==> src/pmwf_pkg.sv <==
// Notes on behaviour
// - Leaving system reset puts the device in RUN mode.
// - RUN and HALT each report one of four system clock sources.
// - Halt instruction enters HALT; clocks and peripherals keep running.
// - Sleep instruction enters SLEEP; sources with sleep-keep set stop.
// - Sources with sleep-keep clear keep running during SLEEP.
// - Debug interrupt enters DEBUG; debug-return instruction ends it.
// - Cancel raised by peripheral request, watchdog NMI, debug interrupt, reset or an enabled flag request.
// - Return to RUN happens even if the CPU ignores the request.
// - Mode-done flag sets when leaving super economy completes; write 1 clears.
// - In automatic mode, normal-to-economy completion also sets mode-done.
// - Mode-done flag sets only while the low-speed crystal runs.
// - Automatic mode, SLEEP on crystal only: flag sets 1 ms later, may wake.
// - Each oscillator stable flag sets after its wait; write 1 clears.
// - Low-speed-stop flag sets on clock stop or enable falling; write 1 clears.
// - Trim-done flag sets when auto-trimming completes; write 1 clears.
// - Each flag has an enable; request only when set and enabled.
// - Mode codes auto 0, normal 2, economy 3, super economy 5; reserved stores 0.
package pmwf_pkg;
  typedef enum logic [1:0] {
    PMWF_RUN,
    PMWF_HALT,
    PMWF_SLEEP,
    PMWF_DEBUG
  } pmwf_mode_e;

  localparam logic [2:0] PMWF_PG_AUTO = 3'h0;
  localparam logic [2:0] PMWF_PG_NORMAL = 3'h2;
  localparam logic [2:0] PMWF_PG_ECONOMY = 3'h3;
  localparam logic [2:0] PMWF_PG_SUPER = 3'h5;
  localparam logic [2:0] PMWF_PG_RESET = 3'h0;

  // Clock source codes, also the sleep-keep bit index
  localparam logic [1:0] PMWF_SRC_INTERNAL = 2'h0;
  localparam logic [1:0] PMWF_SRC_LOW = 2'h1;
  localparam logic [1:0] PMWF_SRC_HIGH = 2'h2;
  localparam logic [1:0] PMWF_SRC_EXT = 2'h3;
  localparam int PMWF_NUM_SRC = 4;

  // Flag bit positions
  localparam int PMWF_NUM_FLAGS = 6;
  localparam int PMWF_F_MODE_DONE = 0;
  localparam int PMWF_F_INT_STABLE = 1;
  localparam int PMWF_F_LOW_STABLE = 2;
  localparam int PMWF_F_HIGH_STABLE = 3;
  localparam int PMWF_F_LOW_STOP = 4;
  localparam int PMWF_F_TRIM_DONE = 5;

  localparam int PMWF_CLK_MHZ = 250;
  localparam int PMWF_SLEEP_DELAY_US = 1000;
  localparam int PMWF_SLEEP_DELAY_CYC = PMWF_SLEEP_DELAY_US * PMWF_CLK_MHZ;
  localparam int PMWF_SYNC_STAGES = 3;
endpackage

==> src/pmwf_sync.sv <==
`timescale 1ns/1ns
`default_nettype none
// Three-stage synchroniser; change accepted when stages two and three agree
module pmwf_sync #(
  parameter int WIDTH = 1
) (
  input wire logic i_clock,
  input wire logic i_arst_n,
  input wire logic [WIDTH-1:0] i_async,
  output logic [WIDTH-1:0] o_sync
);
  logic [WIDTH-1:0] s1_q;
  logic [WIDTH-1:0] s2_q;
  logic [WIDTH-1:0] s3_q;
  logic [WIDTH-1:0] out_q;
  logic [WIDTH-1:0] out_d;

  genvar g;
  generate
    for (g = 0; g < WIDTH; g++) begin : g_bit
      always_comb begin
        out_d[g] = (s2_q[g] == s3_q[g]) ? s3_q[g] : out_q[g];
      end
    end
  endgenerate

  always_ff @(posedge i_clock or negedge i_arst_n) begin
    if (!i_arst_n) begin
      s1_q <= '0;
      s2_q <= '0;
      s3_q <= '0;
      out_q <= '0;
    end else begin
      s1_q <= i_async;
      s2_q <= s1_q;
      s3_q <= s2_q;
      out_q <= out_d;
    end
  end

  assign o_sync = out_q;
endmodule
`default_nettype wire

==> src/pmwf_top.sv <==
`timescale 1ns/1ns
`default_nettype none
module pmwf_top #(
  parameter int SLEEP_DELAY_CYC = pmwf_pkg::PMWF_SLEEP_DELAY_CYC
) (
  input wire logic i_clock,
  input wire logic i_arst_n,
  // CPU and system events, same clock domain
  input wire logic i_sys_reset_req,
  input wire logic i_halt_exec,
  input wire logic i_sleep_exec,
  input wire logic i_debug_irq,
  input wire logic i_debug_return,
  input wire logic i_periph_irq,
  input wire logic i_wdt_nmi,
  input wire logic [1:0] i_system_clock_src,
  input wire logic [3:0] i_osc_enable,
  input wire logic [3:0] i_osc_sleep_keep,
  // Power generator mode control
  input wire logic i_power_gen_mode_wr,
  input wire logic [2:0] i_power_gen_mode_wdata,
  input wire logic i_pg_transition_done,
  input wire logic [2:0] i_pg_from_mode,
  input wire logic [2:0] i_pg_to_mode,
  // Clock generator events
  input wire logic i_internal_osc_stable,
  input wire logic i_low_osc_stable,
  input wire logic i_high_osc_stable,
  input wire logic i_low_speed_crystal_running,
  input wire logic i_trim_done,
  input wire logic i_stop_detect_enable,
  // Flag access
  input wire logic i_flag_clr_wr,
  input wire logic [5:0] i_flag_clr_mask,
  input wire logic [5:0] i_flag_enable,
  output logic [1:0] o_mode,
  output logic [1:0] o_mode_clk_src,
  output logic o_cpu_stopped,
  output logic [3:0] o_osc_run,
  output logic o_cancel,
  output logic [2:0] o_power_gen_mode_select,
  output logic [5:0] o_flags,
  output logic o_irq
);
  localparam int NF = pmwf_pkg::PMWF_NUM_FLAGS;
  localparam int NS = pmwf_pkg::PMWF_NUM_SRC;
  localparam int CW = $clog2(SLEEP_DELAY_CYC + 1);
  localparam logic [CW-1:0] DELAY_LAST = CW'(SLEEP_DELAY_CYC - 1);

  pmwf_pkg::pmwf_mode_e mode_q;
  pmwf_pkg::pmwf_mode_e mode_d;
  logic [1:0] src_q;
  logic [1:0] src_d;
  logic cancel_q;
  logic cancel_d;
  logic stopped_q;
  logic stopped_d;
  logic [NS-1:0] osc_run_q;
  logic [NS-1:0] osc_run_d;
  logic [2:0] pg_mode_q;
  logic [2:0] pg_mode_d;
  logic [NF-1:0] flags_q;
  logic [NF-1:0] flags_d;
  logic [NF-1:0] set_ev;
  logic irq_q;
  logic irq_d;
  logic [CW-1:0] dly_q;
  logic [CW-1:0] dly_d;
  logic dly_run_q;
  logic dly_run_d;

  // Oscillator status arrives from the analogue side
  logic [4:0] async_in;
  logic [4:0] sync_out;
  logic int_stable_s;
  logic low_stable_s;
  logic high_stable_s;
  logic crystal_s;
  logic trim_s;
  logic [4:0] sync_prev_q;
  logic low_en_prev_q;
  logic osd_en_prev_q;

  assign async_in = {i_trim_done, i_low_speed_crystal_running, i_high_osc_stable,
                     i_low_osc_stable, i_internal_osc_stable};

  pmwf_sync #(
    .WIDTH(5)
  ) u_sync (
    .i_clock(i_clock),
    .i_arst_n(i_arst_n),
    .i_async(async_in),
    .o_sync(sync_out)
  );

  assign int_stable_s = sync_out[0];
  assign low_stable_s = sync_out[1];
  assign high_stable_s = sync_out[2];
  assign crystal_s = sync_out[3];
  assign trim_s = sync_out[4];

  // Operating mode and cancel
  logic wake_any;
  always_comb begin
    wake_any = i_periph_irq || i_wdt_nmi || i_debug_irq || i_sys_reset_req;
    mode_d = mode_q;
    src_d = i_system_clock_src;
    cancel_d = 1'b0;
    case (mode_q)
      pmwf_pkg::PMWF_RUN: begin
        if (i_debug_irq) begin
          mode_d = pmwf_pkg::PMWF_DEBUG;
        end else if (i_sleep_exec) begin
          mode_d = pmwf_pkg::PMWF_SLEEP;
        end else if (i_halt_exec) begin
          mode_d = pmwf_pkg::PMWF_HALT;
        end
      end
      pmwf_pkg::PMWF_HALT, pmwf_pkg::PMWF_SLEEP: begin
        // No acknowledge is awaited; wake does not depend on the CPU taking it
        if (wake_any || irq_q) begin
          cancel_d = 1'b1;
          if (i_debug_irq) begin
            mode_d = pmwf_pkg::PMWF_DEBUG;
          end else begin
            mode_d = pmwf_pkg::PMWF_RUN;
          end
        end
      end
      pmwf_pkg::PMWF_DEBUG: begin
        if (i_debug_return) begin
          mode_d = pmwf_pkg::PMWF_RUN;
        end
      end
      default: mode_d = pmwf_pkg::PMWF_RUN;
    endcase
    if (i_sys_reset_req) begin
      mode_d = pmwf_pkg::PMWF_RUN;
    end
    stopped_d = (mode_d == pmwf_pkg::PMWF_HALT) || (mode_d == pmwf_pkg::PMWF_SLEEP);
  end

  // Clock sources: enabled ones run, except sleep-keep ones in SLEEP
  genvar gs;
  generate
    for (gs = 0; gs < NS; gs++) begin : g_src
      always_comb begin
        if (mode_d == pmwf_pkg::PMWF_SLEEP) begin
          osc_run_d[gs] = i_osc_enable[gs] && !i_osc_sleep_keep[gs];
        end else begin
          osc_run_d[gs] = i_osc_enable[gs];
        end
      end
    end
  endgenerate

  // Power generator mode select
  always_comb begin
    pg_mode_d = pg_mode_q;
    if (i_power_gen_mode_wr) begin
      case (i_power_gen_mode_wdata)
        pmwf_pkg::PMWF_PG_AUTO,
        pmwf_pkg::PMWF_PG_NORMAL,
        pmwf_pkg::PMWF_PG_ECONOMY,
        pmwf_pkg::PMWF_PG_SUPER: pg_mode_d = i_power_gen_mode_wdata;
        default: pg_mode_d = pmwf_pkg::PMWF_PG_AUTO;
      endcase
    end
  end

  // Sleep delay timer: auto mode, sleeping with only the crystal left
  logic crystal_only;
  always_comb begin
    crystal_only = osc_run_q[pmwf_pkg::PMWF_SRC_LOW] && !osc_run_q[pmwf_pkg::PMWF_SRC_INTERNAL]
                   && !osc_run_q[pmwf_pkg::PMWF_SRC_HIGH] && !osc_run_q[pmwf_pkg::PMWF_SRC_EXT];
    dly_d = dly_q;
    dly_run_d = dly_run_q;
    set_ev = '0;
    if (mode_q != pmwf_pkg::PMWF_SLEEP || pg_mode_q != pmwf_pkg::PMWF_PG_AUTO || !crystal_only) begin
      dly_run_d = 1'b0;
      dly_d = '0;
    end else if (!dly_run_q) begin
      // First SLEEP cycle already counts, so the flag lands SLEEP_DELAY_CYC after entry
      dly_run_d = 1'b1;
      dly_d = CW'(1);
    end else if (dly_q == DELAY_LAST) begin
      // One-shot per SLEEP entry
      set_ev[pmwf_pkg::PMWF_F_MODE_DONE] = crystal_s;
      dly_d = dly_q + CW'(1);
    end else if (dly_q < DELAY_LAST) begin
      dly_d = dly_q + CW'(1);
    end
    if (i_pg_transition_done && crystal_s) begin
      if (i_pg_from_mode == pmwf_pkg::PMWF_PG_SUPER && i_pg_to_mode != pmwf_pkg::PMWF_PG_SUPER) begin
        set_ev[pmwf_pkg::PMWF_F_MODE_DONE] = 1'b1;
      end
      if (pg_mode_q == pmwf_pkg::PMWF_PG_AUTO && i_pg_from_mode == pmwf_pkg::PMWF_PG_NORMAL
          && i_pg_to_mode == pmwf_pkg::PMWF_PG_ECONOMY) begin
        set_ev[pmwf_pkg::PMWF_F_MODE_DONE] = 1'b1;
      end
    end
    set_ev[pmwf_pkg::PMWF_F_INT_STABLE] = int_stable_s && !sync_prev_q[0];
    set_ev[pmwf_pkg::PMWF_F_LOW_STABLE] = low_stable_s && !sync_prev_q[1];
    set_ev[pmwf_pkg::PMWF_F_HIGH_STABLE] = high_stable_s && !sync_prev_q[2];
    set_ev[pmwf_pkg::PMWF_F_LOW_STOP] = (!crystal_s && sync_prev_q[3])
        || (low_en_prev_q && !i_osc_enable[pmwf_pkg::PMWF_SRC_LOW])
        || (osd_en_prev_q && !i_stop_detect_enable);
    set_ev[pmwf_pkg::PMWF_F_TRIM_DONE] = trim_s && !sync_prev_q[4];
  end

  // Event flags: set wins over a same-cycle clear
  genvar gf;
  generate
    for (gf = 0; gf < NF; gf++) begin : g_flag
      always_comb begin
        if (set_ev[gf]) begin
          flags_d[gf] = 1'b1;
        end else if (i_flag_clr_wr && i_flag_clr_mask[gf]) begin
          flags_d[gf] = 1'b0;
        end else begin
          flags_d[gf] = flags_q[gf];
        end
      end
    end
  endgenerate

  always_comb begin
    irq_d = |(flags_d & i_flag_enable);
  end

  always_ff @(posedge i_clock or negedge i_arst_n) begin
    if (!i_arst_n) begin
      mode_q <= pmwf_pkg::PMWF_RUN;
      src_q <= pmwf_pkg::PMWF_SRC_INTERNAL;
      cancel_q <= 1'b0;
      stopped_q <= 1'b0;
      osc_run_q <= '0;
      pg_mode_q <= pmwf_pkg::PMWF_PG_RESET;
      flags_q <= '0;
      irq_q <= 1'b0;
      dly_q <= '0;
      dly_run_q <= 1'b0;
      sync_prev_q <= '0;
      low_en_prev_q <= 1'b0;
      osd_en_prev_q <= 1'b0;
    end else begin
      mode_q <= mode_d;
      src_q <= src_d;
      cancel_q <= cancel_d;
      stopped_q <= stopped_d;
      osc_run_q <= osc_run_d;
      pg_mode_q <= pg_mode_d;
      flags_q <= flags_d;
      irq_q <= irq_d;
      dly_q <= dly_d;
      dly_run_q <= dly_run_d;
      sync_prev_q <= sync_out;
      low_en_prev_q <= i_osc_enable[pmwf_pkg::PMWF_SRC_LOW];
      osd_en_prev_q <= i_stop_detect_enable;
    end
  end

  assign o_mode = mode_q;
  assign o_mode_clk_src = src_q;
  assign o_cpu_stopped = stopped_q;
  assign o_osc_run = osc_run_q;
  assign o_cancel = cancel_q;
  assign o_power_gen_mode_select = pg_mode_q;
  assign o_flags = flags_q;
  assign o_irq = irq_q;
endmodule
`default_nettype wire

==> config.mk <==
export PLATFORM = sky130hd
export DESIGN_NAME = pmwf_top
export DESIGN_NICKNAME = d
export VERILOG_FILES = /design/src/pmwf_pkg.sv /design/src/pmwf_sync.sv /design/src/pmwf_top.sv
export SDC_FILE = /design/constraint.sdc
export NUM_CORES = 1
export LEC_CHECK = 0
export ABC_AREA = 1
export BUFFER_PORTS_ARGS = -buffer_cell sky130_fd_sc_hd__clkbuf_2
export CAP_MARGIN = 10
export CORE_AREA = 2 2 115 95
export DETAILED_ROUTE_END_ITERATION = 8
export DIE_AREA = 0 0 117 97
export PLACE_DENSITY = 0.46
export SKIP_LAST_GASP = 1
export SYNTH_ARGS = -nofsm -noshare
export SYNTH_HDL_FRONTEND = slang
export SYNTH_SLANG_ARGS = --single-unit
==> constraint.sdc <==
create_clock -name i_clock -period 1.83 [get_ports i_clock]
set_input_delay 0.2745 -clock i_clock [delete_from_list [all_inputs] [get_ports i_clock]]
set_output_delay 0.2745 -clock i_clock [all_outputs]
set_load 0.01 [all_outputs]
==> impl_summary.log, run 1 <==
INFO  metric period_minus_slack = 1.662 ns
INFO  metric tritoncts = yes
INFO  metric synth_flop_cell = sky130_fd_sc_hd__dfrtp_1
INFO  metric max_cap_violations = 0
INFO  metric r2r_slack = 0.17 ns
INFO  metric synth.top_cell.area_share = 0.5544
INFO  metric post_route_drc_violation_count = 0
INFO  metric timing.critical_path.required = 2.06 ns
INFO  metric critPathArrivalTime = 1.90 ns
INFO  metric slew_headroom = 0.6216
INFO  metric n_antenna_cell = 0
INFO  metric area_enclosed_by_the_die_boundary = 11350 um2
INFO  metric gr-usage-all-layers = 0.1215
INFO  metric route.vias.total = 2322
INFO  metric numCtsBuffers = 9
INFO  metric fraction_of_layout_cells_with_a_size_suffix_above_1 = 0.2806
INFO  metric unique_cell_type_count_in_the_yosys_netlist = 33
INFO  metric postRouteWirelength = 6.320 mm
INFO  metric clock_sinks = 66
INFO  metric num-nets-final = 466
INFO  metric dr.first_iter.drc_count = 75
INFO  metric timing_worst_setup_path_type = register to register
INFO  metric cpPeakStageDelay = 0.41 ns
INFO  metric p_leak = 1.898 nW
INFO  metric synthMostInstantiatedCell = sky130_fd_sc_hd__nand2_1
INFO  metric end_kind = register
INFO  metric critPathMaxFanout = 5
INFO  metric syn-mean-instance-area = 9.000 um2
INFO  metric post_synth_main_area_contributors = sky130_fd_sc_hd__dfrtp_1, sky130_fd_sc_hd__nand2_1, sky130_fd_sc_hd__inv_1
INFO  metric period_share = 0.9084
INFO  metric floorplan.rows = 33
INFO  metric ys_warn_count = 0
INFO  metric grt_max_degree = 28
INFO  metric start_util = 0.2945
INFO  metric count_of_h_tree_levels_built_during_cts = 3
INFO  metric final.setup_skew = 0.009346 ns
INFO  metric startpoint_type = register
INFO  metric fin_tns_setup = 0 ns
INFO  metric final_design_utilization = 0.3791
INFO  metric timing.hold.worst.class = input pin to register
INFO  metric area_growth = 28.73%
INFO  metric tightestPinTransition = 0.5676 ns
INFO  metric die_height = 97 um
INFO  metric io_pins = 69
INFO  metric synth-edff-count = 0
INFO  metric synth-seq-area-share = 0.5544
INFO  metric hpwl = 4.740 mm
INFO  metric syn_nets = 385
INFO  metric grt_overflow = 0
INFO  metric clockRootBuffer = sky130_fd_sc_hd__clkbuf_16
INFO  metric critical_path.n_buffers_inverters = 1
INFO  metric final-hold-violation-count = 0
INFO  metric detailedRoute.firstPassIterationCount = 4
INFO  metric post_drt_via_cell_ratio = 4.169
INFO  metric cts_max_path_buffers = 2
INFO  metric post-synth-top-area-cell = sky130_fd_sc_hd__dfrtp_1
INFO  metric first_global_vias = 2261
INFO  metric final_max_slew_viol_count = 0
INFO  metric cp_top_family = adder cells
INFO  metric routabilityCongestion = 0.8280
INFO  metric cts.reportedPaths.clkPinSlew = 0.06 ns
INFO  metric finalSetupViolations = 0
INFO  metric synth.ff_latch_count = 66
INFO  metric syn-cell-area = 2979 um2
INFO  metric antenna_left = 0
INFO  metric status = finished clean
INFO  metric critical_path.cell_chain = inv_1, ha_1, nand2_1, nand3_1, nand3_1, ha_1, a21boi_0
INFO  metric place.port_buffers = 68
INFO  metric synthCells = 331
INFO  metric grt_pass1_wl = 10.66 mm
INFO  metric fp.dieW = 117 um
INFO  metric route.detailed.wl_per_inst = 11.35 um
INFO  metric cp_max_stage_cell = sky130_fd_sc_hd__dfrtp_1
INFO  metric worst_supply_voltage_drop_on_vdd = 484.7 uV
INFO  metric cellPowerDensity = 1002 nW/um2
INFO  metric fmaxAchievable = 0.6015 GHz
INFO  metric grt_setup_unrepaired = no
INFO  metric core_region_area = 10120 um2
INFO  metric async_flop_share = 1.000
INFO  metric number_of_antenna_violations_at_the_first_check_in_global_routing = 0
INFO  metric synth_commonest_cells = sky130_fd_sc_hd__nand2_1, sky130_fd_sc_hd__dfrtp_1, sky130_fd_sc_hd__inv_1
INFO  metric clk_latency = 0.33 ns
## cells in the final DEF, fill, tap and decap left out, drive strengths merged, types with 6 or more instances in the layout
cell type | netlist | routed
buf | 4 | 6
nor2 | 38 | 38
nand2 | 79 | 79
o21ai | 21 | 21
clkbuf | 0 | 76
inv | 59 | 63
a21oi | 10 | 10
nand3 | 19 | 19
dfrtp | 66 | 66
## flip-flops by register name (all words and copies together) (netlist names)
| register | flops |
|---|---|
| dly_q | 18 |
| dly_run_q | 1 |
| low_en_prev_q | 1 |
| o_cancel | 1 |
| o_cpu_stopped | 1 |
| o_flags | 6 |
| o_irq | 1 |
| o_mode | 2 |
| o_mode_clk_src | 2 |
| o_osc_run | 4 |
| o_power_gen_mode_select | 3 |
| osd_en_prev_q | 1 |
| sync_prev_q | 5 |
| u_sync.o_sync | 5 |
| u_sync.s1_q | 5 |
| u_sync.s2_q | 5 |
| u_sync.s3_q | 5 |
## metal layers
| metal | share of wire | global-route usage |
|---|---|---|
| met3 | 0.043 | 0.04198 |
| met4 | 0.011 | 0.04344 |
| met2 | 0.44 | 0.1721 |
| met1 | 0.51 | 0.1713 |
| met5 | 0 | 0 |
## path summary, 6_finish.rpt
check	from	endpoint	cells past startpoint
worst max-delay path	o_mode[1]	o_osc_run[0]	7
worst min-delay path	i_low_osc_stable	u_sync.s1_q[1]	1
worst max register to register	o_mode[1]	o_osc_run[0]	7
worst min register to register	u_sync.s1_q[2]	u_sync.s2_q[2]	0
max in group asynchronous	i_arst_n	u_sync.s1_q[3]	3
min in group asynchronous	i_arst_n	dly_q[12]	2
## cell type report
cell class | instances | area (um2)
Inverter | 61 | 232.7
Fill cell | 1034 | 6281
Timing Repair Buffer | 74 | 404.1
Tap cell | 140 | 175.2
Multi-Input combinational cell | 200 | 1061
Clock inverter | 7 | 85.08
Clock buffer | 9 | 225.2
Sequential cell | 66 | 1652
## where the power goes
group	internal (W)	total [W]	switching (W)
Clock	0.00108	0.00179	0.000707
Sequential	0.00157	0.00163	0.0000598
Combinational	0.000181	0.000419	0.000239
Total	0.00284	0.00384	0.00101
## stage by stage
step	instance area, um2	power, W	hold slack [ns]	worst slack, ns	cells
after floorplan	2979	0.001856	-0.02109	0.3220	331
after global placement	3496	0.002073	0.3109	0.1444	539
after detailed placement	3496	0.002079	0.3259	0.1214	539
after CTS	3816	0.003901	0.03074	0.09639	556
after global routing	3835	0.004034	0.02768	0.0001217	557
final	3835	0.003844	0.04216	0.1676	557
## cell families (layout without fill, tap and decap cells)
logic type	count (synthesis)	after routing	synth area share
adders and majority gates	10	10	0.03780
buffers and inverters	65	151	0.09198
and+or+nand+nor	147	147	0.2310
DFF	66	66	0.5544
AOI/OAI and AO/OA	43	43	0.08484
## what timing repair did
item / 4_1_cts / 5_1_grt
setup endpoints to repair: 0 / 6
buffers inserted: 0 / 1
hold endpoints to repair: 20 / 0
hold buffers: 1 / 0
gates resized for setup: 0 / 3
Note: power is estimated with default switching activity, not from simulation.
==> inputs of run 2 (changes only) <==
Settings changed: PLACE_DENSITY 0.46 to 0.48.
==> impl_summary.log, run 2 (same netlist as run 1, synthesis figures left out) <==
INFO  metric routabilityCongestion = 0.7860 (-5.1%)
INFO  metric min_path_cells = 1 (unchanged)
INFO  metric status = finished clean
INFO  metric startpoint_type = register
INFO  metric numCtsBuffers = 9 (unchanged)
INFO  metric route.vias.total = 2344 (+0.95%)
INFO  metric antenna_left = 0 (unchanged)
INFO  metric final_cell_mix = sky130_fd_sc_hd__nand2_1, sky130_fd_sc_hd__clkbuf_2, sky130_fd_sc_hd__dfrtp_1
INFO  metric die_height = 97 um (unchanged)
INFO  metric final.setup_skew = 0.004651 ns (-0.004695 ns)
INFO  metric fmaxAchievable = 0.5922 GHz (-1.5%)
INFO  metric layout_commonest_cell = sky130_fd_sc_hd__nand2_1
INFO  metric timing.rr.end = dly_q[11]
INFO  metric worst-r2r-cell-count = 9 (+2)
INFO  metric tritoncts = yes
INFO  metric dr.first_iter.drc_count = 96 (+28%)
INFO  metric route.detailed.wl_per_inst = 11.36 um (about the same)
INFO  metric clockRootBuffer = sky130_fd_sc_hd__clkbuf_16
INFO  metric grt_overflow = 0 (unchanged)
INFO  metric count_of_h_tree_levels_built_during_cts = 3 (unchanged)
INFO  metric period_minus_slack = 1.689 ns (+0.02610 ns)
INFO  metric final_design_utilization = 0.3791 (unchanged)
INFO  metric regArea = 1652 um2 (unchanged)
INFO  metric post_drt_via_cell_ratio = 4.208 (+0.95%)
INFO  metric cts_setup_buffers = 0 (unchanged)
INFO  metric timing.hold.ws = 0.05208 ns (+0.009919 ns)
INFO  metric cts_max_path_buffers = 2 (unchanged)
INFO  metric r2r_slack = 0.14 ns (-0.03 ns)
INFO  metric p_leak = 1.898 nW (about the same)
INFO  metric worst_slack = 0.1415 ns (-0.02610 ns)
INFO  metric dp_slack = 0.09847 ns (-0.02289 ns)
INFO  metric clock_sinks = 66 (unchanged)
INFO  metric largest_reg_flops = 18 (unchanged)
INFO  metric final_max_slew_viol_count = 0 (unchanged)
INFO  metric io_pins = 69 (unchanged)
INFO  metric grt_max_degree = 47 (+68%)
INFO  metric floorplan.rows = 33 (unchanged)
INFO  metric fp.dieW = 117 um (unchanged)
INFO  metric fraction_of_layout_cells_with_a_size_suffix_above_1 = 0.2782 (-0.002398)
INFO  metric max_cap_violations = 0 (unchanged)
INFO  metric finalSetupViolations = 0 (unchanged)
INFO  metric end_kind = register
INFO  metric detailedRoute.firstPassIterationCount = 4 (unchanged)
INFO  metric r2r-start = o_mode[0]
INFO  metric timing.critical_path.required = 2.08 ns (+0.02 ns)
INFO  metric start_util = 0.2945 (unchanged)
INFO  metric number_of_antenna_violations_at_the_first_check_in_global_routing = 0 (unchanged)
INFO  metric cts.reportedPaths.clkPinSlew = 0.06 ns (about the same)
INFO  metric top_register = dly_q
INFO  metric finalNonFillerCells = 557 (unchanged)
INFO  metric num-nets-final = 466 (unchanged)
INFO  metric worst_setup_path_endpoint = dly_q[11]
INFO  metric period_share = 0.9227 (+0.01426)
INFO  metric critPathMaxFanout = 10 (+5)
INFO  metric clk_latency = 0.32 ns (about the same)
INFO  metric area_growth = 28.73% (unchanged)
INFO  metric timing.critical_path.from = o_mode[0]
INFO  metric timing_worst_setup_path_type = register to register
INFO  metric tightestPinTransition = 0.2743 ns (-0.2933 ns)
INFO  metric hpwl = 4.744 mm (about the same)
INFO  metric critPathArrivalTime = 1.94 ns (+0.04 ns)
INFO  metric multi_input_area = 1061 um2 (unchanged)
INFO  metric first_global_vias = 2315 (+2.4%)
INFO  metric area_enclosed_by_the_die_boundary = 11350 um2 (unchanged)
INFO  metric post_route_drc_violation_count = 0 (unchanged)
INFO  metric final-hold-violation-count = 0 (unchanged)
INFO  metric postRouteWirelength = 6.325 mm (about the same)
INFO  metric min_from = i_low_osc_stable
INFO  metric core_region_area = 10120 um2 (unchanged)
INFO  metric fillerInstances = 1025 (-0.87%)
INFO  metric gr-usage-all-layers = 0.1192 (-0.002308)
INFO  metric grt_pass1_wl = 10.60 mm (-0.58%)
INFO  metric cellPowerDensity = 990.5 nW/um2 (-1.2%)
INFO  metric grt_setup_unrepaired = yes
INFO  metric post-place-cells = 539 (unchanged)
INFO  metric slew_headroom = 0.8171 (+0.1955)
INFO  metric place.port_buffers = 68 (unchanged)
INFO  metric n_antenna_cell = 0 (unchanged)
INFO  metric worst_supply_voltage_drop_on_vdd = 580.7 uV (+20%)
INFO  metric timing.hold.worst.class = input pin to register
## run 2: changes by cell type in the layout (fill, tap and decap cells not counted)
cell                       before  now
sky130_fd_sc_hd__nor2_4         2    3
sky130_fd_sc_hd__nor3_2         1    0
sky130_fd_sc_hd__clkbuf_4       0    1
sky130_fd_sc_hd__nor2_2         5    4
sky130_fd_sc_hd__a21boi_0       4    3
sky130_fd_sc_hd__nor3_1         4    5
sky130_fd_sc_hd__a21boi_1       0    1
sky130_fd_sc_hd__buf_4          3    2
## run 2: where the power goes
group | switching [W] | internal, W | total, W | leakage, nW
sequential | 0.0000650 | 0.00158 | 0.00164 | 0.819
clock | 0.000669 | 0.00108 | 0.00175 | 0.153
combinational | 0.000233 | 0.000174 | 0.000407 | 0.926
total | 0.000967 | 0.00283 | 0.00380 | 1.90
## run 2: worst min path at each step
stage	end	slack (ns)
floorplan	dly_q[0]	-0.02
global route	u_sync.s1_q[1]	0.03
detailed placement	o_osc_run[2]	0.18
CTS	u_sync.s1_q[0]	0.04
global placement	o_osc_run[2]	0.18
finish	u_sync.s1_q[1]	0.05
## run 2: final cells by class
class / count / area share
clock buffer: 9 / 0.05873
clock inverter: 7 / 0.02219
inverter: 61 / 0.06069
multi-input combinational: 200 / 0.2767
sequential: 66 / 0.4307
tap: 140 / 0.04568
timing repair buffer: 74 / 0.1054
## run 2: routing by layer
metal / global-route usage / share of wire
met5: 0 / 0
met4: 0.04072 / 0.013
met3: 0.04323 / 0.037
met2: 0.1810 / 0.45
met1: 0.1566 / 0.50
## run 2: metrics by stage
stage          area, um2   TNS, ns  total power, W
3_5_place_dp        3496         0        0.002082
6_report            3835         0        0.003798
4_1_cts             3816         0        0.003867
2_1_floorplan       2979         0        0.001856
3_3_place_gp        3496         0        0.002077
5_1_grt             3835  -0.09406        0.004013
## run 2: worst max-delay path, cell delays in order, from the launching register on
cell and delay, ns:
sky130_fd_sc_hd__dfrtp_1 0.42, sky130_fd_sc_hd__inv_1 0.12, sky130_fd_sc_hd__ha_1 0.15, sky130_fd_sc_hd__inv_1 0.04, sky130_fd_sc_hd__nor3_1 0.19, sky130_fd_sc_hd__nand2_1 0.14
sky130_fd_sc_hd__nor2_4 0.14, sky130_fd_sc_hd__clkbuf_4 0.24, sky130_fd_sc_hd__o21ai_1 0.09, sky130_fd_sc_hd__nor2_1 0.09
## run 2: repair_timing
item | in CTS | in global routing
hold endpoints to repair | 9 | 0
gates resized for setup | 0 | 5
endpoints found under the setup margin | 0 | 8
hold buffers | 1 | 0
==> inputs of run 3 (changes only) <==
--- a/config.mk
+++ b/config.mk
@@ -14,4 +14,5 @@
 export PLACE_DENSITY = 0.48
 export SKIP_LAST_GASP = 1
+export SLEW_MARGIN = 40
 export SYNTH_ARGS = -nofsm -noshare
 export SYNTH_HDL_FRONTEND = slang
==> constraint.sdc (replaced) <==
create_clock -name i_clock -period 1.83 [get_ports i_clock]
set_input_delay 0.0915 -clock i_clock [delete_from_list [all_inputs] [get_ports i_clock]]
set_output_delay 0.0915 -clock i_clock [all_outputs]
set_load 0.01 [all_outputs]
==> impl_summary.log, run 3 (same netlist as run 1, synthesis figures left out) <==
INFO  metric antenna_left = 0 (unchanged)
INFO  metric number_of_antenna_violations_at_the_first_check_in_global_routing = 0 (unchanged)
INFO  metric hpwl = 4.634 mm (-2.3%)
INFO  metric cellPowerDensity = 955.7 nW/um2 (-3.5%)
INFO  metric p_leak = 1.967 nW (+3.7%)
INFO  metric fmaxAchievable = 0.6011 GHz (+1.5%)
INFO  metric core_region_area = 10120 um2 (unchanged)
INFO  metric io_pins = 69 (unchanged)
INFO  metric detailedRoute.firstPassIterationCount = 4 (unchanged)
INFO  metric route.detailed.wl_per_inst = 11.07 um (-2.5%)
INFO  metric worst-r2r-cell-count = 8 (-1)
INFO  metric timing_worst_setup_path_type = register to register
INFO  metric grt_pass1_wl = 11.22 mm (+5.9%)
INFO  metric placedInstanceArea = 3496 um2 (unchanged)
INFO  metric num-nets-final = 483 (+3.6%)
INFO  metric cts_max_path_buffers = 2 (unchanged)
INFO  metric largest_reg_flops = 18 (unchanged)
INFO  metric clk_latency = 0.33 ns (about the same)
INFO  metric r2r_slack = 0.17 ns (+0.02 ns)
INFO  metric critPathArrivalTime = 1.90 ns (-0.04 ns)
INFO  metric postRouteWirelength = 6.353 mm (+0.44%)
INFO  metric grt_setup_unrepaired = no
INFO  metric period_minus_slack = 1.664 ns (-0.02487 ns)
INFO  metric route.vias.total = 2393 (+2.1%)
INFO  metric min_path_cells = 2 (+1)
INFO  metric grt_overflow = 0 (unchanged)
INFO  metric area_growth = 34.69%
INFO  metric tightestPinTransition = 0.3581 ns (+0.08377 ns)
INFO  metric final_cell_mix = sky130_fd_sc_hd__nand2_1, sky130_fd_sc_hd__clkbuf_2, sky130_fd_sc_hd__dfrtp_1
INFO  metric min_to = o_power_gen_mode_select[1]
INFO  metric tritoncts = yes
INFO  metric final-hold-violation-count = 0 (unchanged)
INFO  metric clockRootBuffer = sky130_fd_sc_hd__clkbuf_16
INFO  metric min_from = i_power_gen_mode_wr
INFO  metric post-layout-total-power = 0.003835 W (+0.96%)
INFO  metric start_util = 0.2945 (unchanged)
INFO  metric area_enclosed_by_the_die_boundary = 11350 um2 (unchanged)
INFO  metric floorplan.rows = 33 (unchanged)
INFO  metric worst_supply_voltage_drop_on_vdd = 706.7 uV (+22%)
INFO  metric top_register = dly_q
INFO  metric dr.first_iter.drc_count = 117 (+22%)
INFO  metric die_height = 97 um (unchanged)
INFO  metric post_drt_via_cell_ratio = 4.169 (-0.93%)
INFO  metric grt_max_degree = 67 (+43%)
INFO  metric routabilityCongestion = 0.7908 (+0.61%)
INFO  metric end_kind = register
INFO  metric critPathMaxFanout = 4 (-6)
INFO  metric numCtsBuffers = 9 (unchanged)
INFO  metric gr-usage-all-layers = 0.1266 (+0.007374)
INFO  metric period_share = 0.9091 (-0.01359)
INFO  metric timing.critical_path.required = 2.06 ns (-0.02 ns)
INFO  metric status = finished clean
INFO  metric place.port_buffers = 68 (unchanged)
INFO  metric cpPeakStageDelay = 0.38 ns (-0.04 ns)
INFO  metric final_design_utilization = 0.3967 (+0.01756)
INFO  metric startpoint_type = register
INFO  metric final.setup_skew = 0.007298 ns (+0.002647 ns)
INFO  metric final_max_slew_viol_count = 0 (unchanged)
INFO  metric r2r-start = o_irq
INFO  metric post_route_drc_violation_count = 0 (unchanged)
INFO  metric fin_tns_setup = 0 ns (unchanged)
INFO  metric first_global_vias = 2509 (+8.4%)
INFO  metric cp_max_stage_cell = sky130_fd_sc_hd__dfrtp_1
INFO  metric n_antenna_cell = 0 (unchanged)
INFO  metric post-place-cells = 539 (unchanged)
INFO  metric fp.dieW = 117 um (unchanged)
INFO  metric timing.hold.worst.class = input pin to register
INFO  metric fraction_of_layout_cells_with_a_size_suffix_above_1 = 0.2696 (-0.008592)
INFO  metric count_of_h_tree_levels_built_during_cts = 3 (unchanged)
INFO  metric finalNonFillerCells = 574 (+3.1%)
INFO  metric cts.reportedPaths.clkPinSlew = 0.06 ns (about the same)
INFO  metric layout_commonest_cell = sky130_fd_sc_hd__nand2_1
INFO  metric max_cap_violations = 0 (unchanged)
INFO  metric cp_top_family = simple AND/OR/NAND/NOR gates
INFO  metric clock_sinks = 66 (unchanged)
INFO  metric finalInstanceArea = 4013 um2 (+4.6%)
INFO  metric critical_path.cell_chain = nor3_1, nand2_1, o21ai_0, nand2_1, nand3_1, nand3_1, ha_1, a21boi_0
INFO  metric slew_headroom = 0.7613 (-0.05585)
INFO  metric finalSetupViolations = 0 (unchanged)
INFO  metric timing.rr.end = o_osc_run[2]
INFO  metric critical_path.n_buffers_inverters = 0 (-3)
[run 3: cell count changes in the layout (fill, tap and decap cells not counted), sizes merged]
cell | before | now
clkbuf | 77 | 76
dlygate4sd3 | 1 | 19
[run 3: timing repair]
item                       CTS  global route
buffers inserted             0             0
gates resized for setup      0             6
setup endpoints to repair    0            10
hold buffers                19             0
hold endpoints to repair    80             0
[run 3: metrics by stage]
step | worst slack [ns] | hold WS, ns
after floorplan | 0.3220 | -0.2041
after global placement | 0.2236 | 0.1419
after detailed placement | 0.1868 | 0.1412
after CTS | 0.1612 | 0.007929
after global routing | 0.01418 | 0.03268
final | 0.1663 | 0.02372
[run 3: worst max path at each step]
stage                    from            to  slack [ns]  cells past startpoint
finish                  o_irq  o_osc_run[2]        0.17                      8
global route            o_irq  o_osc_run[3]        0.01                      8
CTS                     o_irq  o_osc_run[3]        0.16                      8
detailed placement  o_mode[1]  o_osc_run[3]        0.19                      7
global placement        o_irq  o_osc_run[2]        0.22                      8
floorplan           o_mode[0]         o_irq        0.32                     11
[run 3: report_power, final]
group / internal [W] / switching, W / leakage (nW)
sequential: 0.00158 / 0.0000635 / 0.817
clock: 0.00108 / 0.000674 / 0.153
combinational: 0.000198 / 0.000241 / 0.997
[run 3: layer usage]
metal,global-route usage,share of wire
met1,0.1690,0.50
met2,0.1934,0.45
met3,0.03634,0.038
met4,0.04887,0.015
met5,0,0
[run 3: area by class of cell]
type / instances / area, um2
inverter: 61 / 232.7
clock buffer: 9 / 225.2
fill: 1022 / 6103
clock inverter: 7 / 85.08
tap: 140 / 175.2
sequential: 66 / 1653
timing repair buffer: 91 / 580.6
multi-input combinational: 200 / 1061
